<file path="src/hw/cocc_pkg.sv">
// Shared constants and types for the CANopen identifier classifier
package cocc_pkg;
    localparam int ID_W   = 11;
    localparam int FC_MSB = 10;
    localparam int FC_LSB = 7;
    localparam int NODE_W = 7;
    localparam int DATA_W = 64;
    localparam int FIFO_DEPTH = 16;
    // Frame word in the FIFO: identifier, length, payload
    localparam int FRAME_W = ID_W + 4 + DATA_W;
    localparam logic [3:0]  FC_NMT  = 4'h0;
    localparam logic [10:0] ID_SYNC = 11'h080;
    localparam logic [10:0] ID_EMCY = 11'h081;
    localparam logic [10:0] ID_TPDO1 = 11'h181;
    localparam logic [10:0] ID_RPDO1 = 11'h201;
    localparam logic [10:0] ID_TPDO2 = 11'h281;
    localparam logic [10:0] ID_RPDO2 = 11'h301;
    localparam logic [10:0] ID_TPDO3 = 11'h381;
    localparam logic [10:0] ID_RPDO3 = 11'h401;
    localparam logic [10:0] ID_TPDO4 = 11'h481;
    localparam logic [10:0] ID_RPDO4 = 11'h501;
    localparam logic [10:0] ID_SDO_TX = 11'h581;
    localparam logic [10:0] ID_SDO_RX = 11'h601;
    localparam logic [10:0] ID_GUARD = 11'h701;
    localparam logic [6:0]  NODE_BASE_MASK = 7'h7F;
    // Node-control command specifiers in NMT byte 0
    localparam logic [7:0] NMT_START = 8'h01;
    localparam logic [7:0] NMT_STOP  = 8'h02;
    localparam logic [7:0] NMT_PREOP = 8'h80;
    localparam logic [7:0] NMT_RESET_NODE = 8'h81;
    localparam logic [7:0] NMT_RESET_COMM = 8'h82;
    // Heartbeat state codes
    localparam logic [7:0] HB_BOOT  = 8'h00;
    localparam logic [7:0] HB_STOP  = 8'h04;
    localparam logic [7:0] HB_OPER  = 8'h05;
    localparam logic [7:0] HB_PREOP = 8'h7F;
    localparam int HB_PERIOD_US = 1000;
    localparam int CLK_MHZ = 40;
    localparam int HB_CYCLES = HB_PERIOD_US * CLK_MHZ;

    typedef enum logic [1:0] {
        COCC_BOOT  = 2'b00,
        COCC_PREOP = 2'b01,
        COCC_OPER  = 2'b10,
        COCC_STOP  = 2'b11
    } cocc_nmt_t;

    typedef enum logic [3:0] {
        COCC_K_NONE = 4'h0,
        COCC_K_NMT  = 4'h1,
        COCC_K_SYNC = 4'h2,
        COCC_K_RPDO1 = 4'h3,
        COCC_K_RPDO2 = 4'h4,
        COCC_K_RPDO3 = 4'h5,
        COCC_K_RPDO4 = 4'h6,
        COCC_K_SDO  = 4'h7
    } cocc_kind_t;
endpackage

</file>
<file path="src/hw/cocc_link_if.sv">
// Frame-level link between master end and slave end
`timescale 1ns/1ps
interface cocc_link_if;
    // Master to slave frames
    logic                       m2s_valid;
    logic                       m2s_ready;
    logic [cocc_pkg::ID_W-1:0]  m2s_id;
    logic                       m2s_ext;
    logic [3:0]                 m2s_len;
    logic [cocc_pkg::DATA_W-1:0] m2s_data;
    // Slave to master frames
    logic                       s2m_valid;
    logic                       s2m_ready;
    logic [cocc_pkg::ID_W-1:0]  s2m_id;
    logic [3:0]                 s2m_len;
    logic [cocc_pkg::DATA_W-1:0] s2m_data;

    modport master (output m2s_valid, m2s_id, m2s_ext, m2s_len, m2s_data,
                    input m2s_ready,
                    input s2m_valid, s2m_id, s2m_len, s2m_data, output s2m_ready);
    modport slave  (input m2s_valid, m2s_id, m2s_ext, m2s_len, m2s_data,
                    output m2s_ready,
                    output s2m_valid, s2m_id, s2m_len, s2m_data, input s2m_ready);
endinterface

</file>
<file path="src/hw/cocc_fifo.sv">
// Parameterised valid/ready FIFO
`timescale 1ns/1ps
module cocc_fifo #(
    parameter int WIDTH = 8,
    parameter int DEPTH = 16
) (
    // Clock and reset
    input  wire logic             clk,
    input  wire logic             rst,
    // Fill side
    input  wire logic             in_valid,
    output logic                  in_ready,
    input  wire logic [WIDTH-1:0] in_data,
    // Drain side
    output logic                  out_valid,
    input  wire logic             out_ready,
    output logic [WIDTH-1:0]      out_data
);
    localparam int AW = $clog2(DEPTH);
    logic [WIDTH-1:0] mem [DEPTH];
    logic [AW-1:0]    wr_ptr_ff;
    logic [AW-1:0]    rd_ptr_ff;
    logic [AW:0]      count_ff;
    logic             push;
    logic             pop;

    assign push      = in_valid && in_ready;
    assign pop       = out_valid && out_ready;
    assign in_ready  = count_ff != (AW+1)'(DEPTH);
    assign out_valid = count_ff != '0;
    assign out_data  = mem[rd_ptr_ff];

    always_ff @(posedge clk) begin
        if (push) begin
            mem[wr_ptr_ff] <= in_data;
        end
    end

    always_ff @(posedge clk or posedge rst) begin
        if (rst) begin
            wr_ptr_ff <= '0;
            rd_ptr_ff <= '0;
            count_ff  <= '0;
        end else begin
            if (push) begin
                wr_ptr_ff <= wr_ptr_ff + 1'b1;
            end
            if (pop) begin
                rd_ptr_ff <= rd_ptr_ff + 1'b1;
            end
            if (push && !pop) begin
                count_ff <= count_ff + 1'b1;
            end else if (pop && !push) begin
                count_ff <= count_ff - 1'b1;
            end
        end
    end
endmodule

</file>
<file path="src/hw/cocc_slave.sv">
// CANopen slave end: identifier classifier, NMT state and producers
// Operation
// - Identifiers are eleven bits in ID field
// - Bits 10..7 function, 6..0 node address
// - NMT code 0000, SYNC 80h, no address
// - Consume SYNC only; may trigger PDO transmission
// - Produce EMCY at 81h plus node on error
// - TPDO1 181h, RPDO1 201h plus node
// - TPDO2 281h, RPDO2 301h plus node
// - TPDO3 381h, RPDO3 401h plus node
// - TPDO4 481h, RPDO4 501h plus node
// - SDO response 581h, request 601h plus node
// - SDO server only, never issues requests
// - Heartbeat at 701h plus node address
// - Send heartbeat periodically to the master
// - Execute received NMT commands, change state
// - Compare against programmable identifiers, not constants; NMT is still matched on constant FC_NMT
// - PDOs carry no index, mapped beforehand
// - SDO data carries explicit object index
// - Node address unique, range 1 to 127
// - Multi-byte values sent low byte first
// - Accept only standard frames, drop extended
`timescale 1ns/1ps
module cocc_slave (
    // Clock and reset
    input  wire logic                         clk,
    input  wire logic                         rst,
    // Link
    cocc_link_if.slave                        link,
    // Configuration
    input  wire logic [cocc_pkg::NODE_W-1:0]  node_id,
    input  wire logic                         cfg_we,
    input  wire logic [3:0]                   cfg_sel,
    input  wire logic [cocc_pkg::ID_W-1:0]    cfg_id,
    // Received frame to user
    output logic                              rx_valid,
    output logic [3:0]                        rx_kind,
    output logic [3:0]                        rx_len,
    output logic [cocc_pkg::DATA_W-1:0]       rx_data,
    output logic [15:0]                       rx_sdo_index,
    // Transmit requests from user
    input  wire logic                         tx_req,
    input  wire logic [2:0]                   tx_sel,
    input  wire logic [3:0]                   tx_len,
    input  wire logic [cocc_pkg::DATA_W-1:0]  tx_data,
    output logic                              tx_busy,
    input  wire logic                         err_event,
    input  wire logic [15:0]                  err_code,
    // State
    output logic [1:0]                        nmt_state,
    output logic                              sync_pulse
);
    // Programmable identifier table, index by cfg_sel
    localparam int NCFG = 12;
    logic [cocc_pkg::ID_W-1:0] cob_ff [NCFG];

    cocc_pkg::cocc_nmt_t state_ff;
    logic [cocc_pkg::NODE_W-1:0] node_ff;
    logic                        node_ok;
    logic [cocc_pkg::ID_W-1:0]   full_id [NCFG];
    cocc_pkg::cocc_kind_t        kind;
    logic [31:0]                 hb_cnt_ff;
    logic                        hb_due_ff;
    logic                        emcy_due_ff;
    logic [15:0]                 emcy_code_ff;
    logic                        hb_send;
    logic                        emcy_send;
    logic                        user_send;

    // Reconfigurable identifiers; the node part is added unless the entry is SYNC
    // Address latched at boot so a live change cannot split a frame
    always_ff @(posedge clk or posedge rst) begin
        if (rst) begin
            for (int i = 0; i < NCFG; i++) begin
                cob_ff[i] <= '0;
            end
            node_ff <= '0;
        end else if (state_ff == cocc_pkg::COCC_BOOT) begin
            cob_ff  <= '{cocc_pkg::ID_SYNC, cocc_pkg::ID_EMCY,
                         cocc_pkg::ID_TPDO1, cocc_pkg::ID_RPDO1,
                         cocc_pkg::ID_TPDO2, cocc_pkg::ID_RPDO2,
                         cocc_pkg::ID_TPDO3, cocc_pkg::ID_RPDO3,
                         cocc_pkg::ID_TPDO4, cocc_pkg::ID_RPDO4,
                         cocc_pkg::ID_SDO_TX, cocc_pkg::ID_SDO_RX};
            node_ff <= node_id;
        end else if (cfg_we && state_ff != cocc_pkg::COCC_OPER &&
                     int'(cfg_sel) < NCFG) begin
            cob_ff[cfg_sel] <= cfg_id;
        end
    end
    assign node_ok = node_ff != '0;

    always_comb begin
        for (int i = 0; i < NCFG; i++) begin
            full_id[i] = (i == 0) ? cob_ff[i] : cob_ff[i] + {4'h0, node_ff} - 11'h001;
        end
    end

    // Classification of the head frame
    always_comb begin
        kind = cocc_pkg::COCC_K_NONE;
        if (link.m2s_ext) begin
            kind = cocc_pkg::COCC_K_NONE;
        end else if (link.m2s_id[cocc_pkg::FC_MSB:cocc_pkg::FC_LSB] == cocc_pkg::FC_NMT &&
                     link.m2s_id[cocc_pkg::NODE_W-1:0] == '0) begin
            kind = cocc_pkg::COCC_K_NMT;
        end else if (link.m2s_id == full_id[0]) begin
            kind = cocc_pkg::COCC_K_SYNC;
        end else if (!node_ok) begin
            kind = cocc_pkg::COCC_K_NONE;
        end else if (link.m2s_id == full_id[3]) begin
            kind = cocc_pkg::COCC_K_RPDO1;
        end else if (link.m2s_id == full_id[5]) begin
            kind = cocc_pkg::COCC_K_RPDO2;
        end else if (link.m2s_id == full_id[7]) begin
            kind = cocc_pkg::COCC_K_RPDO3;
        end else if (link.m2s_id == full_id[9]) begin
            kind = cocc_pkg::COCC_K_RPDO4;
        end else if (link.m2s_id == full_id[11]) begin
            kind = cocc_pkg::COCC_K_SDO;
        end
        // EMCY and TPDO identifiers are never consumed; unmatched frames drop here
    end

    assign link.m2s_ready = 1'b1;

    // Delivery to user; PDOs only when operational
    always_ff @(posedge clk or posedge rst) begin
        if (rst) begin
            rx_valid     <= 1'b0;
            rx_kind      <= '0;
            rx_len       <= '0;
            rx_data      <= '0;
            rx_sdo_index <= '0;
            sync_pulse   <= 1'b0;
            nmt_state    <= cocc_pkg::COCC_BOOT;
            tx_busy      <= 1'b0;
        end else begin
            rx_valid   <= 1'b0;
            sync_pulse <= 1'b0;
            nmt_state  <= state_ff;
            tx_busy    <= tx_req && !user_send;
            if (link.m2s_valid && kind != cocc_pkg::COCC_K_NONE &&
                state_ff != cocc_pkg::COCC_BOOT &&
                (state_ff == cocc_pkg::COCC_OPER || kind == cocc_pkg::COCC_K_NMT ||
                 (state_ff == cocc_pkg::COCC_PREOP && kind != cocc_pkg::COCC_K_RPDO1 &&
                  kind != cocc_pkg::COCC_K_RPDO2 && kind != cocc_pkg::COCC_K_RPDO3 &&
                  kind != cocc_pkg::COCC_K_RPDO4))) begin
                rx_valid     <= 1'b1;
                rx_kind      <= kind;
                rx_len       <= link.m2s_len;
                rx_data      <= link.m2s_data;
                rx_sdo_index <= link.m2s_data[23:8];
                sync_pulse   <= kind == cocc_pkg::COCC_K_SYNC;
            end
        end
    end

    // NMT state machine
    always_ff @(posedge clk or posedge rst) begin
        if (rst) begin
            state_ff <= cocc_pkg::COCC_BOOT;
        end else if (state_ff == cocc_pkg::COCC_BOOT) begin
            state_ff <= cocc_pkg::COCC_PREOP;
        end else if (link.m2s_valid && kind == cocc_pkg::COCC_K_NMT &&
                     (link.m2s_data[15:8] == 8'h00 ||
                      link.m2s_data[14:8] == node_ff)) begin
            case (link.m2s_data[7:0])
                cocc_pkg::NMT_START:      state_ff <= cocc_pkg::COCC_OPER;
                cocc_pkg::NMT_STOP:       state_ff <= cocc_pkg::COCC_STOP;
                cocc_pkg::NMT_PREOP:      state_ff <= cocc_pkg::COCC_PREOP;
                cocc_pkg::NMT_RESET_NODE: state_ff <= cocc_pkg::COCC_BOOT;
                cocc_pkg::NMT_RESET_COMM: state_ff <= cocc_pkg::COCC_BOOT;
                default:                  state_ff <= state_ff;
            endcase
        end
    end

    // Heartbeat timer counts 1..HB_CYCLES; a zero count only just after boot marks boot-up
    always_ff @(posedge clk or posedge rst) begin
        if (rst) begin
            hb_cnt_ff <= '0;
            hb_due_ff <= 1'b0;
        end else if (state_ff == cocc_pkg::COCC_BOOT) begin
            hb_cnt_ff <= '0;
            hb_due_ff <= 1'b1;
        end else begin
            if (hb_cnt_ff == 32'(cocc_pkg::HB_CYCLES)) begin
                hb_cnt_ff <= 32'h0000_0001;
                hb_due_ff <= 1'b1;
            end else begin
                hb_cnt_ff <= hb_cnt_ff + 32'h0000_0001;
                if (hb_send) begin
                    hb_due_ff <= 1'b0;
                end
            end
        end
    end

    // Pending error; a new error wins over the clear of the old one
    always_ff @(posedge clk or posedge rst) begin
        if (rst) begin
            emcy_due_ff  <= 1'b0;
            emcy_code_ff <= '0;
        end else if (err_event) begin
            emcy_due_ff  <= 1'b1;
            emcy_code_ff <= err_code;
        end else if (emcy_send) begin
            emcy_due_ff <= 1'b0;
        end
    end

    // Transmit arbiter into the outgoing FIFO
    logic                         f_in_valid;
    logic                         f_in_ready;
    logic [cocc_pkg::FRAME_W-1:0] f_in_data;
    logic [cocc_pkg::FRAME_W-1:0] f_out_data;
    logic [7:0]                   hb_code;
    logic [cocc_pkg::ID_W-1:0]    user_id;

    always_comb begin
        case (state_ff)
            cocc_pkg::COCC_OPER: hb_code = cocc_pkg::HB_OPER;
            cocc_pkg::COCC_STOP: hb_code = cocc_pkg::HB_STOP;
            cocc_pkg::COCC_PREOP: hb_code = hb_cnt_ff == '0 ? cocc_pkg::HB_BOOT
                                                             : cocc_pkg::HB_PREOP;
            default:             hb_code = cocc_pkg::HB_BOOT;
        endcase
        case (tx_sel)
            3'd1:    user_id = full_id[4];
            3'd2:    user_id = full_id[6];
            3'd3:    user_id = full_id[8];
            3'd4:    user_id = full_id[10];
            default: user_id = full_id[2];
        endcase
    end

    assign emcy_send = f_in_ready && emcy_due_ff && node_ok &&
                       state_ff != cocc_pkg::COCC_STOP && state_ff != cocc_pkg::COCC_BOOT;
    assign hb_send   = f_in_ready && hb_due_ff && !emcy_send && node_ok &&
                       state_ff != cocc_pkg::COCC_BOOT;
    assign user_send = f_in_ready && tx_req && !emcy_send && !hb_send && node_ok &&
                       (state_ff == cocc_pkg::COCC_OPER ||
                        (tx_sel == 3'd4 && state_ff == cocc_pkg::COCC_PREOP));
    assign f_in_valid = emcy_send || hb_send || user_send;

    always_comb begin
        if (emcy_send) begin
            f_in_data = {full_id[1], 4'd8, 48'h0, emcy_code_ff};
        end else if (hb_send) begin
            f_in_data = {cocc_pkg::ID_GUARD + {4'h0, node_ff} - 11'h001, 4'd1, 56'h0, hb_code};
        end else begin
            f_in_data = {user_id, tx_len, tx_data};
        end
    end

    cocc_fifo #(
        .WIDTH (cocc_pkg::FRAME_W),
        .DEPTH (cocc_pkg::FIFO_DEPTH)
    ) u_txq (
        .clk       (clk),
        .rst       (rst),
        .in_valid  (f_in_valid),
        .in_ready  (f_in_ready),
        .in_data   (f_in_data),
        .out_valid (link.s2m_valid),
        .out_ready (link.s2m_ready),
        .out_data  (f_out_data)
    );
    assign link.s2m_id   = f_out_data[cocc_pkg::FRAME_W-1 -: cocc_pkg::ID_W];
    assign link.s2m_len  = f_out_data[cocc_pkg::DATA_W +: 4];
    assign link.s2m_data = f_out_data[cocc_pkg::DATA_W-1:0];
endmodule

</file>
<file path="src/flat_wrapper.sv">
// flat-port wrapper written by rule: the top's interface ports become plain ports
module cocc_slave_flat 
  (clk, rst, node_id, cfg_we, cfg_sel, cfg_id, rx_valid, rx_kind, rx_len, rx_data, rx_sdo_index, tx_req, tx_sel, tx_len, tx_data, tx_busy, err_event, err_code, nmt_state, sync_pulse, link_m2s_valid, link_m2s_id, link_m2s_ext, link_m2s_len, link_m2s_data, link_m2s_ready, link_s2m_valid, link_s2m_id, link_s2m_len, link_s2m_data, link_s2m_ready);
  cocc_link_if link_i ();
  input  wire logic clk;
  input  wire logic rst;
  input  wire logic [cocc_pkg::NODE_W-1:0] node_id;
  input  wire logic cfg_we;
  input  wire logic [3:0] cfg_sel;
  input  wire logic [cocc_pkg::ID_W-1:0] cfg_id;
  output logic rx_valid;
  output logic [3:0] rx_kind;
  output logic [3:0] rx_len;
  output logic [cocc_pkg::DATA_W-1:0] rx_data;
  output logic [15:0] rx_sdo_index;
  input  wire logic tx_req;
  input  wire logic [2:0] tx_sel;
  input  wire logic [3:0] tx_len;
  input  wire logic [cocc_pkg::DATA_W-1:0] tx_data;
  output logic tx_busy;
  input  wire logic err_event;
  input  wire logic [15:0] err_code;
  output logic [1:0] nmt_state;
  output logic sync_pulse;
  input wire logic [$bits(link_i.m2s_valid)-1:0] link_m2s_valid;
  input wire logic [$bits(link_i.m2s_id)-1:0] link_m2s_id;
  input wire logic [$bits(link_i.m2s_ext)-1:0] link_m2s_ext;
  input wire logic [$bits(link_i.m2s_len)-1:0] link_m2s_len;
  input wire logic [$bits(link_i.m2s_data)-1:0] link_m2s_data;
  output wire logic [$bits(link_i.m2s_ready)-1:0] link_m2s_ready;
  output wire logic [$bits(link_i.s2m_valid)-1:0] link_s2m_valid;
  output wire logic [$bits(link_i.s2m_id)-1:0] link_s2m_id;
  output wire logic [$bits(link_i.s2m_len)-1:0] link_s2m_len;
  output wire logic [$bits(link_i.s2m_data)-1:0] link_s2m_data;
  input wire logic [$bits(link_i.s2m_ready)-1:0] link_s2m_ready;
  assign link_i.m2s_valid = link_m2s_valid;
  assign link_i.m2s_id = link_m2s_id;
  assign link_i.m2s_ext = link_m2s_ext;
  assign link_i.m2s_len = link_m2s_len;
  assign link_i.m2s_data = link_m2s_data;
  assign link_m2s_ready = link_i.m2s_ready;
  assign link_s2m_valid = link_i.s2m_valid;
  assign link_s2m_id = link_i.s2m_id;
  assign link_s2m_len = link_i.s2m_len;
  assign link_s2m_data = link_i.s2m_data;
  assign link_i.s2m_ready = link_s2m_ready;
  cocc_slave u_core (.clk(clk), .rst(rst), .link(link_i), .node_id(node_id), .cfg_we(cfg_we), .cfg_sel(cfg_sel), .cfg_id(cfg_id), .rx_valid(rx_valid), .rx_kind(rx_kind), .rx_len(rx_len), .rx_data(rx_data), .rx_sdo_index(rx_sdo_index), .tx_req(tx_req), .tx_sel(tx_sel), .tx_len(tx_len), .tx_data(tx_data), .tx_busy(tx_busy), .err_event(err_event), .err_code(err_code), .nmt_state(nmt_state), .sync_pulse(sync_pulse));
endmodule
</file>
<file path="config.mk">
export PLATFORM = sky130hd
export DESIGN_NAME = cocc_slave_flat
export DESIGN_NICKNAME = d
export VERILOG_FILES = /design/src/hw/cocc_pkg.sv /design/src/hw/cocc_link_if.sv /design/src/hw/cocc_fifo.sv /design/src/hw/cocc_slave.sv /design/src/flat_wrapper.sv
export SDC_FILE = /design/constraint.sdc
export NUM_CORES = 2
export LEC_CHECK = 0
export BUFFER_PORTS_ARGS = -buffer_cell sky130_fd_sc_hd__buf_2
export CORE_ASPECT_RATIO = 1.75
export CORE_MARGIN = 4
export CORE_UTILIZATION = 55
export DETAILED_ROUTE_END_ITERATION = 12
export PLACE_DENSITY = 0.76
export SLEW_MARGIN = 20
export SYNTH_ARGS = -nofsm -noshare
export SYNTH_HDL_FRONTEND = slang
export SYNTH_SLANG_ARGS = --single-unit
</file>
<file path="constraint.sdc">
create_clock -name clk -period 10.4 [get_ports clk]
set_input_delay 2.08 -clock clk [delete_from_list [all_inputs] [get_ports clk]]
set_output_delay 2.08 -clock clk [all_outputs]
set_load 0.1 [all_outputs]
</file>
==> metrics.txt <==
placed wire-length estimate=slightly below 100 mm; CP Launch Point=u_core.u_txq.rd_ptr_ff[0]$_DFFE_PP0P_; fill count=~8,500; RSZ-0062 raised after global routing=no; chip height=roughly 470 µm; IO Port Bufs=around 370; cell mode on critical path=mux4_2; 1st-pass router iterations=5; share of cells above drive strength 1=26.4%; slew margin rel.=around 27%; DRT Wirelength=170 mm; fin. max-slew vios=0; Critical-path top delay cell=dfrtp_4; clock slew at reported path FFs=approximately 0.060 ns; drt drc=0; Multi-input gate area=between 20,000 and 25,000 µm²; Post-CTS Hold Fix Bufs=0; Maximum Capacitance Violations=0; Setup Fix Bufs, Post-CTS=0; WS Path Type=flop to output pin; maximum vdd drop=0.000326 V; clock skew=slightly above 0.03 ns; row count=approximately 170; clk sinks=between 1,500 and 2,000; Critical Path RT=between 8 and 9 ns; DRT iter0 DRCs=~3,700; Max Clock Freq=roughly 160 MHz; Top FF cell, synth=edfxtp_1; leakage=around 28 nW; most numerous cell in the Yosys netlist=edfxtp_1; Reg area=around 45,000 µm²; CTS tree=yes; top cells by count, synth=edfxtp_1 (1,264), mux4_2 (395), inv_1 (290); Mapped Cells=approximately 4,000; number of global-route vias before repair=roughly 39,000; Distinct cells, synth=78; register area share after synthesis=between 60 and 70%; FF-to-FF End=u_core.u_txq.mem[15][35]$_DFFE_PP_; Overflow after GRT=0; routed via count=~37,000; Final Cycle Share=60.0%; boundary pin count=370; power density over cell area=between 300 and 400 nW/µm²; FF-to-FF Start=u_core.node_ff[0]$_DFFE_PP0P_; Worst EP arrival=between 4 and 5 ns; critical path depth=4; TNS Setup=0 ns; Max stage delay on crit path=1.07 ns; Hold Fails Final Rpt=0; CP startpoint kind=flop; Slew @ Worst Pin=1.10 ns; H-tree depth=4; Final setup viols=0; Clock Tree Buf Depth=3; outcome=finished clean; total power=22.8 mW; DIE WIDTH=273 µm; Area Overhead vs Synth=12.2%; post-cts sizing count=0; CP top delay family=multiplexers; register bit total from synthesis=1,544; Synth Cell Area=67,400 µm²; Post-synth EDFFs=1,264; Min Clock Period, post-route=~6.2 ns; Starting Density=between 50% and 60%; Util after Layout=around 62%; Critical Path Sink=link_s2m_id[4]; Post-Syn Area per Cell=~17 µm²; worst skew pair latency=approximately 0.77 ns; Synth top area share=between 50% and 60%; GPL Wtd Cong=approximately 0.9; Hold Path Class=flop to flop; r2r setup slk=4.79 ns; global-route wire length before repair=between 200 and 300 mm; Mapped Nets=approximately 4,400; hold slack=~0.5 ns; nets=4,751; WL/cell=~28 µm; initial antenna violation count=10; CTS Root Cell=clkbuf_16; worst path cell trace=buf_12 > mux4_2 > mux4_2 > buf_2; async set-reset flop share out of synthesis=18.1%; DIE AREA=128,000 µm²; Via-to-Cell Ratio=about 6; leading area contributor after synthesis=edfxtp_1; Worst R2R Path Depth=11; GRT Total Usage=26.7%; Buf+Inv Stages, Crit Path=2; Routed Antenna Nets=0; endpoint class of the critical path=output pin; synth warn=0; CTS buffer count=approximately 140; Synth area leaders=edfxtp_1 (56%), mux4_2 (13%), dfrtp_1 (10%), ha_1 (3.5%), xnor2_1 (1.8%); largest net degree at the start of global routing=~150; crit-path max FO=101; core area=121,000 µm²
## worst min-delay path by stage
stage               slack (ns)  cells after the start                            startpoint                                   end
floorplan                 0.35                      0        u_core.state_ff[0]$_DFFE_PP0P_         u_core.nmt_state[0]$_DFF_PP0_
global placement          0.47                      1        u_core.rx_data[63]$_DFFE_PP0P_        u_core.rx_data[63]$_DFFE_PP0P_
detailed placement        0.47                      1  u_core.u_txq.count_ff[4]$_DFFE_PP0P_  u_core.u_txq.count_ff[4]$_DFFE_PP0P_
CTS                       0.49                      1  u_core.u_txq.count_ff[4]$_DFFE_PP0P_  u_core.u_txq.count_ff[4]$_DFFE_PP0P_
global route              0.51                      2        u_core.cob_ff[110]$_DFFE_PP0P_        u_core.cob_ff[110]$_DFFE_PP0P_
finish                    0.49                      1  u_core.u_txq.count_ff[4]$_DFFE_PP0P_  u_core.u_txq.count_ff[4]$_DFFE_PP0P_
## placed cells by master, fill, tap and decap left out, types with 70 or more instances in the layout
cell / n
xor2_1: 70
buf_2: 368
ha_1: 189
a21oi_1: 132
inv_1: 289
mux4_2: 395
nor2_1: 142
edfxtp_1: 1264
clkbuf_16: 140
nand2_1: 233
dfrtp_1: 276
xnor2_1: 136
## worst reg2reg max path: cells and delay by family, from the launching register on
family	cells	cell delay, ns
AND/OR/NAND/NOR	5	1.97
buffers and inverters	3	1.50
AO/OA/AOI/OAI	2	0.99
flip-flops	1	0.54
adder cells (fa/ha/maj)	1	0.23
## logic make-up (layout without fill, tap and decap cells)
family | Yosys count | after routing | share of synthesized area (%)
other | 2 | 9 | 0.0111
buffers and inverters | 500 | 980 | 3.09
flip-flops | 1544 | 1544 | 66.8
multiplexers | 527 | 527 | 15.7
AO/OA/AOI/OAI | 363 | 363 | 3.46
XOR/XNOR | 207 | 207 | 2.71
AND/OR/NAND/NOR | 642 | 642 | 4.40
adder cells (fa/ha/maj) | 201 | 201 | 3.87
## power by group
group	switching, mW	internal (mW)	total (mW)
Sequential	0.514	7.96	8.48
Clock	2.28	2.77	5.05
Combinational	6.42	2.88	9.31
## final cells by class
cell class,count,area share (%)
Multi-Input combinational cell,1942,27.1
Tap cell,1624,2.69
Clock inverter,81,0.989
Inverter,290,1.45
Sequential cell,1544,59.5
Antenna cell,7,0.0232
Timing Repair Buffer,440,3.29
Clock buffer,169,4.91
## per-layer routing
layer  vias to the layer above  share of wire, %  GRT usage (%)
li1                      16000                 -              -
met1                     19300                36           32.9
met2                      1679                53           47.4
met3                       364               6.8           4.45
met4                         4               3.8           10.1
met5                         -             0.013              0
## state kept, by name, summed over array words and instances, names as in the netlist, 2 cells and up
signal / cells
u_core.rx_sdo_index: 15
u_core.hb_cnt_ff: 32
u_core.u_txq.mem: 1264
u_core.u_txq.rd_ptr_ff: 4
u_core.state_ff: 2
u_core.rx_data: 49
u_core.rx_kind: 3
u_core.nmt_state: 2
u_core.u_txq.wr_ptr_ff: 4
u_core.node_ff: 7
u_core.cob_ff: 132
u_core.rx_len: 4
u_core.emcy_code_ff: 16
u_core.u_txq.count_ff: 5
## stage by stage
| step | worst slack [ns] | cell area [µm²] | cells |
|---|---|---|---|
| finish | 4.16 | 75600 | 6097 |
| global route | 3.85 | 75500 | 6091 |
| CTS | 4.00 | 75500 | 6090 |
| detailed placement | 3.85 | 71000 | 5840 |
| global placement | 3.88 | 71000 | 5839 |
| floorplan | 0.598 | 67400 | 3986 |
Note: power is estimated with default switching activity, not from simulation.
